`config.mk`:
```
export PLATFORM = sky130hd
export DESIGN_NAME = aocf_regs
export DESIGN_NICKNAME = d
export VERILOG_FILES = /design/src/common/aocf_pkg.sv /design/src/hw/aocf_regs.sv
export SDC_FILE = /design/constraint.sdc
export NUM_CORES = 1
export LEC_CHECK = 0
export BUFFER_PORTS_ARGS = -buffer_cell sky130_fd_sc_hd__buf_4
export CAP_MARGIN = 20
export CORE_ASPECT_RATIO = 0.7
export CORE_MARGIN = 2
export CORE_UTILIZATION = 47
export CTS_CLUSTER_SIZE = 25
export DETAILED_ROUTE_END_ITERATION = 7
export PLACE_DENSITY = 0.75
export SYNTH_ARGS = -nofsm -noshare
export SYNTH_HDL_FRONTEND = slang
export SYNTH_SLANG_ARGS = --single-unit
```
`constraint.sdc`:
```
create_clock -name sys_clk -period 2.1 [get_ports sys_clk]
set_clock_uncertainty 0.2 [all_clocks]
set_input_delay 0.63 -clock sys_clk [delete_from_list [all_inputs] [get_ports sys_clk]]
set_output_delay 0.63 -clock sys_clk [all_outputs]
set_load 0.05 [all_outputs]
```
`src/common/aocf_pkg.sv`:
```
// Package with register map, field layouts and code tables of the angle output configuration bank.
package aocf_pkg;
    localparam logic [5:0] ADDR_RANGE_DET = 6'h00;
    localparam logic [5:0] ADDR_SPAN = 6'h04;
    localparam logic [5:0] ADDR_CATEGORY = 6'h08;
    localparam logic [5:0] ADDR_LIMITS = 6'h0c;
    localparam logic [5:0] ADDR_STATUS = 6'h10;
    localparam logic [5:0] ADDR_MASK = 6'h14;
    localparam logic [5:0] ADDR_FORMAT = 6'h18;

    localparam logic [15:0] RANGE_DET_RST = 16'h0000;
    localparam logic [12:0] SPAN_RST = 13'h1200;
    localparam int SPAN_W = 13;
    localparam logic [3:0] CATEGORY_RST = 4'h0;
    localparam logic [2:0] FORMAT_RST = 3'h4;
    localparam logic [4:0] TEMP_THR_RST = 5'h1f;
    localparam logic [15:0] LIMITS_RST = {2'h0, 2'h0, 5'h1f, 3'h0, 2'h0, 2'h0};

    // Field positions inside the thermal and supply limits register.
    localparam int LIM_UV_HI = 15;
    localparam int LIM_UV_LO = 14;
    localparam int LIM_LV_HI = 13;
    localparam int LIM_LV_LO = 12;
    localparam int LIM_TT_HI = 11;
    localparam int LIM_TT_LO = 7;
    localparam int LIM_TEMP_WARN = 6;
    localparam int LIM_SBE_WARN = 5;
    localparam int LIM_SUP_WARN = 4;
    localparam int LIM_MASK_HI = 3;
    localparam int LIM_MASK_LO = 2;
    localparam int LIM_SLOPE_HI = 1;
    localparam int LIM_SLOPE_LO = 0;

    // Status and mask bits.
    localparam int NUM_EVT = 3;
    localparam int EVT_TEMP = 0;
    localparam int EVT_SBE = 1;
    localparam int EVT_SUP = 2;

    localparam logic [3:0] STATUS_NIB_MASK = 4'hc;

    typedef enum logic [2:0] {
        AOCF_FMT_A1 = 3'h0,
        AOCF_FMT_A3 = 3'h1,
        AOCF_FMT_H1 = 3'h2,
        AOCF_FMT_H3 = 3'h3,
        AOCF_FMT_H4 = 3'h4
    } aocf_fmt_t;

    localparam logic [11:0] CAT_CODE_0 = 12'h051;
    localparam logic [11:0] CAT_CODE_1 = 12'h052;
    localparam logic [11:0] CAT_CODE_2 = 12'h053;
    localparam logic [11:0] CAT_CODE_3 = 12'h054;
    localparam logic [11:0] CAT_CODE_4 = 12'h055;
    localparam logic [11:0] CAT_CODE_5 = 12'h056;
    localparam logic [11:0] CAT_CODE_6 = 12'h059;
    localparam logic [11:0] CAT_CODE_7 = 12'h05a;
    localparam logic [11:0] CAT_CODE_8 = 12'h062;
    localparam logic [11:0] CAT_CODE_9 = 12'h063;
    localparam logic [11:0] CAT_CODE_10 = 12'h064;
    localparam logic [11:0] CAT_CODE_11 = 12'h066;
    localparam logic [11:0] CAT_CODE_NONE = 12'h000;

    // Legal data range of the fast channel per format.
    localparam logic [11:0] DATA_MIN_A1 = 12'h001;
    localparam logic [11:0] DATA_MAX_A1 = 12'hffe;
    localparam logic [11:0] DATA_MIN_A3 = 12'h000;
    localparam logic [11:0] DATA_MAX_A3 = 12'hfff;
    localparam logic [11:0] DATA_MIN_H = 12'h001;
    localparam logic [11:0] DATA_MAX_H = 12'hff8;

    localparam logic [1:0] RESP_OKAY = 2'b00;
    localparam logic [1:0] RESP_SLVERR = 2'b10;
endpackage

```
`src/hw/aocf_regs.sv`:
```
// Angle output configuration register bank with AXI4-Lite slave and SENT data limiter.
//
// The AXI4-Lite interface to the registers and the placing of the registers were chosen for this implementation.
module aocf_regs #(
    parameter int ADDR_W = 6
) (
    input wire logic sys_clk,
    input wire logic rstn,
    input wire logic [ADDR_W-1:0] s_axi_awaddr,
    input wire logic s_axi_awvalid,
    output logic s_axi_awready,
    input wire logic [31:0] s_axi_wdata,
    input wire logic [3:0] s_axi_wstrb,
    input wire logic s_axi_wvalid,
    output logic s_axi_wready,
    output logic [1:0] s_axi_bresp,
    output logic s_axi_bvalid,
    input wire logic s_axi_bready,
    input wire logic [ADDR_W-1:0] s_axi_araddr,
    input wire logic s_axi_arvalid,
    output logic s_axi_arready,
    output logic [31:0] s_axi_rdata,
    output logic [1:0] s_axi_rresp,
    output logic s_axi_rvalid,
    input wire logic s_axi_rready,
    input wire logic temp_over_evt,
    input wire logic bit_error_evt,
    input wire logic supply_fault_evt,
    input wire logic [11:0] raw_data,
    input wire logic [3:0] raw_status_nibble,
    output logic [11:0] sent_data,
    output logic [3:0] sent_status_nibble,
    output logic [11:0] category_code,
    output logic [2:0] frame_format,
    output logic [15:0] range_angle,
    output logic [12:0] span_out,
    output logic irq
);
    logic [15:0] range_q;
    logic [12:0] span_q;
    logic [3:0] cat_q;
    logic [2:0] fmt_q;
    logic [15:0] lim_q;
    logic [2:0] status_q;
    logic [2:0] mask_q;
    logic aw_held_q;
    logic w_held_q;
    logic [ADDR_W-1:0] awaddr_q;
    logic [31:0] wdata_q;
    logic [3:0] wstrb_q;
    logic do_write;
    logic [2:0] evt_raw;
    logic [2:0] evt_in;
    logic [2:0] w1c;
    logic [11:0] clip_min;
    logic [11:0] clip_max;
    logic [15:0] span_wr;

    function automatic logic [11:0] cat_code(input logic [3:0] sel);
        case (sel)
            4'h0: cat_code = aocf_pkg::CAT_CODE_0;
            4'h1: cat_code = aocf_pkg::CAT_CODE_1;
            4'h2: cat_code = aocf_pkg::CAT_CODE_2;
            4'h3: cat_code = aocf_pkg::CAT_CODE_3;
            4'h4: cat_code = aocf_pkg::CAT_CODE_4;
            4'h5: cat_code = aocf_pkg::CAT_CODE_5;
            4'h6: cat_code = aocf_pkg::CAT_CODE_6;
            4'h7: cat_code = aocf_pkg::CAT_CODE_7;
            4'h8: cat_code = aocf_pkg::CAT_CODE_8;
            4'h9: cat_code = aocf_pkg::CAT_CODE_9;
            4'ha: cat_code = aocf_pkg::CAT_CODE_10;
            4'hb: cat_code = aocf_pkg::CAT_CODE_11;
            default: cat_code = aocf_pkg::CAT_CODE_NONE;
        endcase
    endfunction

    function automatic logic [ADDR_W-1:0] word_addr(input logic [ADDR_W-1:0] a);
        word_addr = {a[ADDR_W-1:2], 2'b00};
    endfunction

    function automatic logic [15:0] merge16(input logic [15:0] old, input logic [31:0] d, input logic [3:0] s);
        merge16 = {s[1] ? d[15:8] : old[15:8], s[0] ? d[7:0] : old[7:0]};
    endfunction

    // Write channel: address and data are taken in either order, held until both are present.
    assign do_write = aw_held_q && w_held_q && !s_axi_bvalid;
    // The top three span bits have no storage; only the span field is kept.
    assign span_wr = merge16({3'h0, span_q}, wdata_q, wstrb_q);

    always_ff @(posedge sys_clk or negedge rstn) begin
        if (!rstn) begin
            aw_held_q <= 1'b0;
            w_held_q <= 1'b0;
            awaddr_q <= '0;
            wdata_q <= 32'h0000_0000;
            wstrb_q <= 4'h0;
            s_axi_awready <= 1'b0;
            s_axi_wready <= 1'b0;
            s_axi_bvalid <= 1'b0;
            s_axi_bresp <= aocf_pkg::RESP_OKAY;
        end else begin
            s_axi_awready <= !aw_held_q && !s_axi_awready;
            s_axi_wready <= !w_held_q && !s_axi_wready;
            if (s_axi_awvalid && s_axi_awready) begin
                aw_held_q <= 1'b1;
                awaddr_q <= word_addr(s_axi_awaddr);
                s_axi_awready <= 1'b0;
            end
            if (s_axi_wvalid && s_axi_wready) begin
                w_held_q <= 1'b1;
                wdata_q <= s_axi_wdata;
                wstrb_q <= s_axi_wstrb;
                s_axi_wready <= 1'b0;
            end
            if (do_write) begin
                s_axi_bvalid <= 1'b1;
                case (awaddr_q)
                    aocf_pkg::ADDR_RANGE_DET, aocf_pkg::ADDR_SPAN, aocf_pkg::ADDR_CATEGORY,
                    aocf_pkg::ADDR_LIMITS, aocf_pkg::ADDR_STATUS, aocf_pkg::ADDR_MASK,
                    aocf_pkg::ADDR_FORMAT: s_axi_bresp <= aocf_pkg::RESP_OKAY;
                    default: s_axi_bresp <= aocf_pkg::RESP_SLVERR;
                endcase
            end
            if (s_axi_bvalid && s_axi_bready) begin
                s_axi_bvalid <= 1'b0;
                aw_held_q <= 1'b0;
                w_held_q <= 1'b0;
            end
        end
    end

    // Configuration registers.
    always_ff @(posedge sys_clk or negedge rstn) begin
        if (!rstn) begin
            range_q <= aocf_pkg::RANGE_DET_RST;
            span_q <= aocf_pkg::SPAN_RST;
            cat_q <= aocf_pkg::CATEGORY_RST;
            fmt_q <= aocf_pkg::FORMAT_RST;
            lim_q <= aocf_pkg::LIMITS_RST;
            mask_q <= 3'h0;
        end else if (do_write) begin
            case (awaddr_q)
                aocf_pkg::ADDR_RANGE_DET: range_q <= merge16(range_q, wdata_q, wstrb_q);
                aocf_pkg::ADDR_SPAN: span_q <= span_wr[aocf_pkg::SPAN_W-1:0];
                aocf_pkg::ADDR_CATEGORY: begin
                    if (wstrb_q[0]) begin
                        cat_q <= wdata_q[3:0];
                    end
                end
                aocf_pkg::ADDR_FORMAT: begin
                    if (wstrb_q[0]) begin
                        fmt_q <= wdata_q[2:0];
                    end
                end
                aocf_pkg::ADDR_LIMITS: lim_q <= merge16(lim_q, wdata_q, wstrb_q);
                aocf_pkg::ADDR_MASK: begin
                    if (wstrb_q[0]) begin
                        mask_q <= wdata_q[2:0];
                    end
                end
                default: ;
            endcase
        end
    end

    // Events come from outside this clock domain, so each passes two flip-flops first.
    logic [2:0] evt_s1_q;
    logic [2:0] evt_s2_q;
    logic [2:0] evt_s3_q;
    always_ff @(posedge sys_clk or negedge rstn) begin
        if (!rstn) begin
            evt_s1_q <= 3'h0;
            evt_s2_q <= 3'h0;
            evt_s3_q <= 3'h0;
        end else begin
            evt_s1_q <= {supply_fault_evt, bit_error_evt, temp_over_evt};
            evt_s2_q <= evt_s1_q;
            evt_s3_q <= evt_s2_q;
        end
    end

    // Each warning enable gates its event; a rising edge sets the sticky bit.
    assign evt_raw = evt_s2_q & ~evt_s3_q;
    assign evt_in = evt_raw & {lim_q[aocf_pkg::LIM_SUP_WARN], lim_q[aocf_pkg::LIM_SBE_WARN],
                               lim_q[aocf_pkg::LIM_TEMP_WARN]};
    assign w1c = (do_write && awaddr_q == aocf_pkg::ADDR_STATUS && wstrb_q[0]) ? wdata_q[2:0] : 3'h0;

    genvar gi;
    generate
        for (gi = 0; gi < aocf_pkg::NUM_EVT; gi++) begin : g_sticky
            // Setting wins over a clear in the same cycle so no event is lost.
            always_ff @(posedge sys_clk or negedge rstn) begin
                if (!rstn) begin
                    status_q[gi] <= 1'b0;
                end else if (evt_in[gi]) begin
                    status_q[gi] <= 1'b1;
                end else if (w1c[gi]) begin
                    status_q[gi] <= 1'b0;
                end
            end
        end
    endgenerate

    always_ff @(posedge sys_clk or negedge rstn) begin
        if (!rstn) begin
            irq <= 1'b0;
        end else begin
            irq <= |(status_q & mask_q);
        end
    end

    // Read channel.
    always_ff @(posedge sys_clk or negedge rstn) begin
        if (!rstn) begin
            s_axi_arready <= 1'b0;
            s_axi_rvalid <= 1'b0;
            s_axi_rdata <= 32'h0000_0000;
            s_axi_rresp <= aocf_pkg::RESP_OKAY;
        end else begin
            s_axi_arready <= !s_axi_rvalid && !s_axi_arready;
            if (s_axi_arvalid && s_axi_arready) begin
                s_axi_arready <= 1'b0;
                s_axi_rvalid <= 1'b1;
                s_axi_rresp <= aocf_pkg::RESP_OKAY;
                case (word_addr(s_axi_araddr))
                    aocf_pkg::ADDR_RANGE_DET: s_axi_rdata <= {16'h0000, range_q};
                    aocf_pkg::ADDR_SPAN: s_axi_rdata <= {19'h0, span_q};
                    aocf_pkg::ADDR_CATEGORY: s_axi_rdata <= {4'h0, cat_code(cat_q), 12'h000, cat_q};
                    aocf_pkg::ADDR_LIMITS: s_axi_rdata <= {16'h0000, lim_q};
                    aocf_pkg::ADDR_STATUS: s_axi_rdata <= {29'h0, status_q};
                    aocf_pkg::ADDR_MASK: s_axi_rdata <= {29'h0, mask_q};
                    aocf_pkg::ADDR_FORMAT: s_axi_rdata <= {29'h0, fmt_q};
                    default: begin
                        s_axi_rdata <= 32'h0000_0000;
                        s_axi_rresp <= aocf_pkg::RESP_SLVERR;
                    end
                endcase
            end else if (s_axi_rvalid && s_axi_rready) begin
                s_axi_rvalid <= 1'b0;
            end
        end
    end

    // Data limiter: the H formats keep the top codes free for diagnostics.
    always_comb begin
        case (aocf_pkg::aocf_fmt_t'(fmt_q))
            aocf_pkg::AOCF_FMT_A1: begin
                clip_min = aocf_pkg::DATA_MIN_A1;
                clip_max = aocf_pkg::DATA_MAX_A1;
            end
            aocf_pkg::AOCF_FMT_A3: begin
                clip_min = aocf_pkg::DATA_MIN_A3;
                clip_max = aocf_pkg::DATA_MAX_A3;
            end
            default: begin
                clip_min = aocf_pkg::DATA_MIN_H;
                clip_max = aocf_pkg::DATA_MAX_H;
            end
        endcase
    end

    always_ff @(posedge sys_clk or negedge rstn) begin
        if (!rstn) begin
            sent_data <= 12'h000;
            sent_status_nibble <= 4'h0;
            category_code <= aocf_pkg::CAT_CODE_0;
            frame_format <= aocf_pkg::FORMAT_RST;
            range_angle <= aocf_pkg::RANGE_DET_RST;
            span_out <= aocf_pkg::SPAN_RST;
        end else begin
            if (raw_data < clip_min) begin
                sent_data <= clip_min;
            end else if (raw_data > clip_max) begin
                sent_data <= clip_max;
            end else begin
                sent_data <= raw_data;
            end
            sent_status_nibble <= raw_status_nibble &
                (lim_q[aocf_pkg::LIM_MASK_HI:aocf_pkg::LIM_MASK_LO] != 2'h0 ?
                 aocf_pkg::STATUS_NIB_MASK : 4'hf);
            category_code <= cat_code(cat_q);
            frame_format <= fmt_q;
            range_angle <= range_q;
            span_out <= span_q;
        end
    end

    a_irq_follows: assert property (@(posedge sys_clk) disable iff (!rstn)
        |(status_q & mask_q) |=> irq)
        else $error("irq not raised for unmasked status");
    a_cat_map: assert property (@(posedge sys_clk) disable iff (!rstn)
        $stable(cat_q) && cat_q == 4'h0 |=> category_code == 12'h051)
        else $error("category zero code wrong");
    a_cat_new: assert property (@(posedge sys_clk) disable iff (!rstn)
        $stable(cat_q) && cat_q == 4'ha |=> category_code == 12'h064)
        else $error("category ten code wrong");
    a_cat_rsvd: assert property (@(posedge sys_clk) disable iff (!rstn)
        $stable(cat_q) && cat_q >= 4'hd |=> category_code == 12'h000)
        else $error("reserved category not zero");
    a_h_clip: assert property (@(posedge sys_clk) disable iff (!rstn)
        fmt_q == 3'h2 |=> sent_data <= 12'hff8 && sent_data >= 12'h001)
        else $error("H format data out of range");
    a_h4_clip: assert property (@(posedge sys_clk) disable iff (!rstn)
        fmt_q == 3'h4 && raw_data == 12'hfff |=> sent_data == 12'hff8)
        else $error("H.4 top code not limited");
    a_span_top: assert property (@(posedge sys_clk) disable iff (!rstn)
        s_axi_rvalid && $rose(s_axi_rvalid) && $past(word_addr(s_axi_araddr)) == aocf_pkg::ADDR_SPAN
        |-> s_axi_rdata[15:13] == 3'h0)
        else $error("span top bits not zero");
    a_nib_mask: assert property (@(posedge sys_clk) disable iff (!rstn)
        lim_q[3:2] != 2'h0 |=> sent_status_nibble[1:0] == 2'h0)
        else $error("status nibble bits not masked");
    a_warn_gate: assert property (@(posedge sys_clk) disable iff (!rstn)
        evt_raw[0] && !lim_q[6] && !status_q[0] |=> !status_q[0])
        else $error("disabled warning set status");
    a_bresp_once: assert property (@(posedge sys_clk) disable iff (!rstn)
        do_write |=> s_axi_bvalid ##0 !do_write)
        else $error("write response missing");
endmodule

```
==> flow_summary.toml <==
[clocking]
numCtsBuffers = 17
clock_path_buffers = 2
clkSinkCount = 177
insertion_delay_ns = 0.42
cts_tree = "done"
h-tree-depth = 4
cts_root_buf = "clkbuf_16"
clkTransAtPathRegs_ns = 0.07

[synthesis]
yosysTopAreaCell = "dfrtp_1"
ys_seq_area_frac = 0.655
synth_top_area_share = 0.601
yosysMostFrequentCell = "dfrtp_1"
synthDistinctLibCells = 49
ys.warnings.count = 0
syn_area_um2 = 6790
ys_ff_latch = 177
async_flop_share = 1.00
syn_inst = 475
synth_commonest_cells = "dfrtp_1 (163), mux2_2 (79), nand2_1 (30)"
ys.flop_type = "dfrtp_1"
synth_area_leaders = "dfrtp_1 (60%), mux2_2 (13%), dfstp_2 (5.4%)"
synth.avg_cell_area_um2 = 14.3
synth_enable_flop_cells = 0

[die]
rows = 36
fp.dieArea_um2 = 15400
fp.dieW_um = 148
pin_count = 176
die_h_um = 105
fp.coreArea_um2 = 14000
start_util = 0.485

[route]
vias = 4349
wire_per_inst_um = 17.8
drt-vias-per-instance = 5.16
postRouteAntennaNets = 0
drcViolationCount = 0
m1WireLength_um = 6560
first_iter_violations = 257
wl_um = 15000
route.met2.wl_um = 7380
firstDrtPassIters = 4
route.met3.wl_um = 876
top_layer = "met4"

[critical_path]
critPathCapture = "sent_data[0]$_DFF_PN0_"
reg2reg_depth = 8
path_class = "reg -> reg"
crit_path_max_fanout = 3
rr_endpoint = "sent_data[0]$_DFF_PN0_"
reg2reg_slack_ns = 0.005
start_kind = "register"
r2r_start = "fmt_q[2]$_DFFE_PN1P_"
startpoint = "fmt_q[2]$_DFFE_PN1P_"
required_ns = 2.24
critPathCaptureType = "register"
worstPathArrival_ns = 2.23

[min_path]
hold_class = "in -> reg"

[place]
gp_congestion = 0.785
io_buffers = 137
dp_hpwl_um = 10800
post_dp_cell_area_um2 = 8180
dpl.cell_count = 808

[layout]
stdcell_area_um2 = 8780
fillers = 1060
utilization = 0.627
nets = 721
final_cells = 843
area_delta_synth_final_pct = 29.4
layout-drive-gt1-share = 0.478
diodes = 0

[sta]
setup_total_negative_slack_ns = 0
timing.fmax_ghz = 0.477
slew_violations = 0
hold_viol = 0
setup_viol = 0
max_slew.worst_pin.slew_ns = 1.02
final_period_minus_worst_setup_slack_ns = 2.10
relSlewSlack = 0.320
post-route-period-util = 0.998
grt_setup_unrepaired = "true"

[power]
ir_drop_mv = 0.851
power.density_nw_per_um2 = 1480
p_leak_nw = 4.28
power_w = 0.0130

[grt]
grt_max_degree = 42
track_usage = 0.207
grt_pass1_wl_um = 24500
grt_pass1_vias = 4549
antenna_found_initial = 0
gr-total-overflow = 0

[run_status]
outcome = "finished clean"

[flow_run]
cap_violations = 0
[registers in the layout (all words and copies together) (netlist names), 4 cells and up]
| signal | cells |
|---|---|
| awaddr_q | 4 |
| cat_q | 4 |
| category_code | 7 |
| lim_q | 16 |
| range_angle | 16 |
| range_q | 16 |
| s_axi_rdata | 23 |
| sent_data | 12 |
| sent_status_nibble | 4 |
| span_out | 13 |
| span_q | 13 |
| wdata_q | 16 |
[metal layers]
metal | track usage | up-vias
met5 | 0 | -
met4 | 0.0632 | 0
met3 | 0.0546 | 17
met2 | 0.329 | 130
met1 | 0.281 | 2226
li1 | - | 1976
[cell families (layout without fill, tap and decap cells)]
family / Yosys count / in the layout / share of synthesized area
AND/OR/NAND/NOR: 80 / 80 / 0.0645
buffers and inverters: 50 / 213 / 0.0382
adder cells (fa/ha/maj): 7 / 7 / 0.0129
AO/OA/AOI/OAI: 66 / 66 / 0.0641
other: 1 / 16 / 0.000552
flip-flops: 177 / 177 / 0.655
multiplexers: 94 / 94 / 0.165
[worst min-delay path by stage]
stage / start / endpoint / slack, ns / cells past startpoint
finish: temp_over_evt / evt_s1_q[0]$_DFF_PN0_ / 0.12 / 1
global route: bit_error_evt / evt_s1_q[1]$_DFF_PN0_ / 0.09 / 1
CTS: temp_over_evt / evt_s1_q[0]$_DFF_PN0_ / 0.1 / 1
detailed placement: evt_s1_q[2]$_DFF_PN0_ / evt_s2_q[2]$_DFF_PN0_ / 0.14 / 0
global placement: evt_s1_q[1]$_DFF_PN0_ / evt_s2_q[1]$_DFF_PN0_ / 0.14 / 0
floorplan: rstn / aw_held_q$_DFFE_PN0P_ / 0.13 / 0
[power by group]
part / total (W) / internal, W / switching (W)
clock network: 0.00299 / 0.00171 / 0.00128
registers: 0.00553 / 0.00464 / 0.000897
logic: 0.00445 / 0.00178 / 0.00267
[cell usage in the layout, fill, tap and decap left out, types with 4 or more instances in the layout]
cell type  count
conb_1        16
o21ai_0       19
mux2i_1        4
a21oi_1       11
buf_12         5
nand3b_1       4
dfrtp_1      162
dfstp_2       14
a22oi_1       12
nor2_1        10
nand2_1       30
clkbuf_16     17
nand3_1        6
mux2_4         8
mux2_2        79
nor2b_1        5
a22o_1        10
inv_1         11
ha_1           7
buf_4        162
[critical path, cell delays in order (launching register included)]
cell	delay, ns
dfstp_2	0.54
nor2_2	0.05
inv_2	0.06
ha_1	0.24
and4b_1	0.23
nor4_2	0.16
o21ai_1	0.12
or2_2	0.28
a31oi_1	0.14
[layout make-up]
cell class	instances	area, um^2	share of cell area
flip-flops and latches	177	4450	0.507
clock inverters	10	101	0.0115
multi-input cells	263	2150	0.245
inverters	12	45.0	0.00513
well taps	190	238	0.0271
repair buffers	169	1340	0.152
clock buffers	22	464	0.0529
[what timing repair did]
action / 4_1_cts / 5_1_grt
setup buffers: 1 / 1
endpoints found under the setup margin: 3 / 7
hold buffers: 1 / 0
resized for setup: 1 / 4
hold endpoints to repair: 31 / 0
pin swaps: 3 / 3
cloned: 0 / 0
[stage by stage]
stage          setup WS, ns  hold slack, ns
2_1_floorplan       -0.0639           0.131
3_3_place_gp         -0.178           0.140
3_5_place_dp         -0.288           0.139
4_1_cts             0.00868          0.0995
5_1_grt             -0.0861          0.0928
6_report            0.00493           0.116
Note: power is estimated with default switching activity, not from simulation.
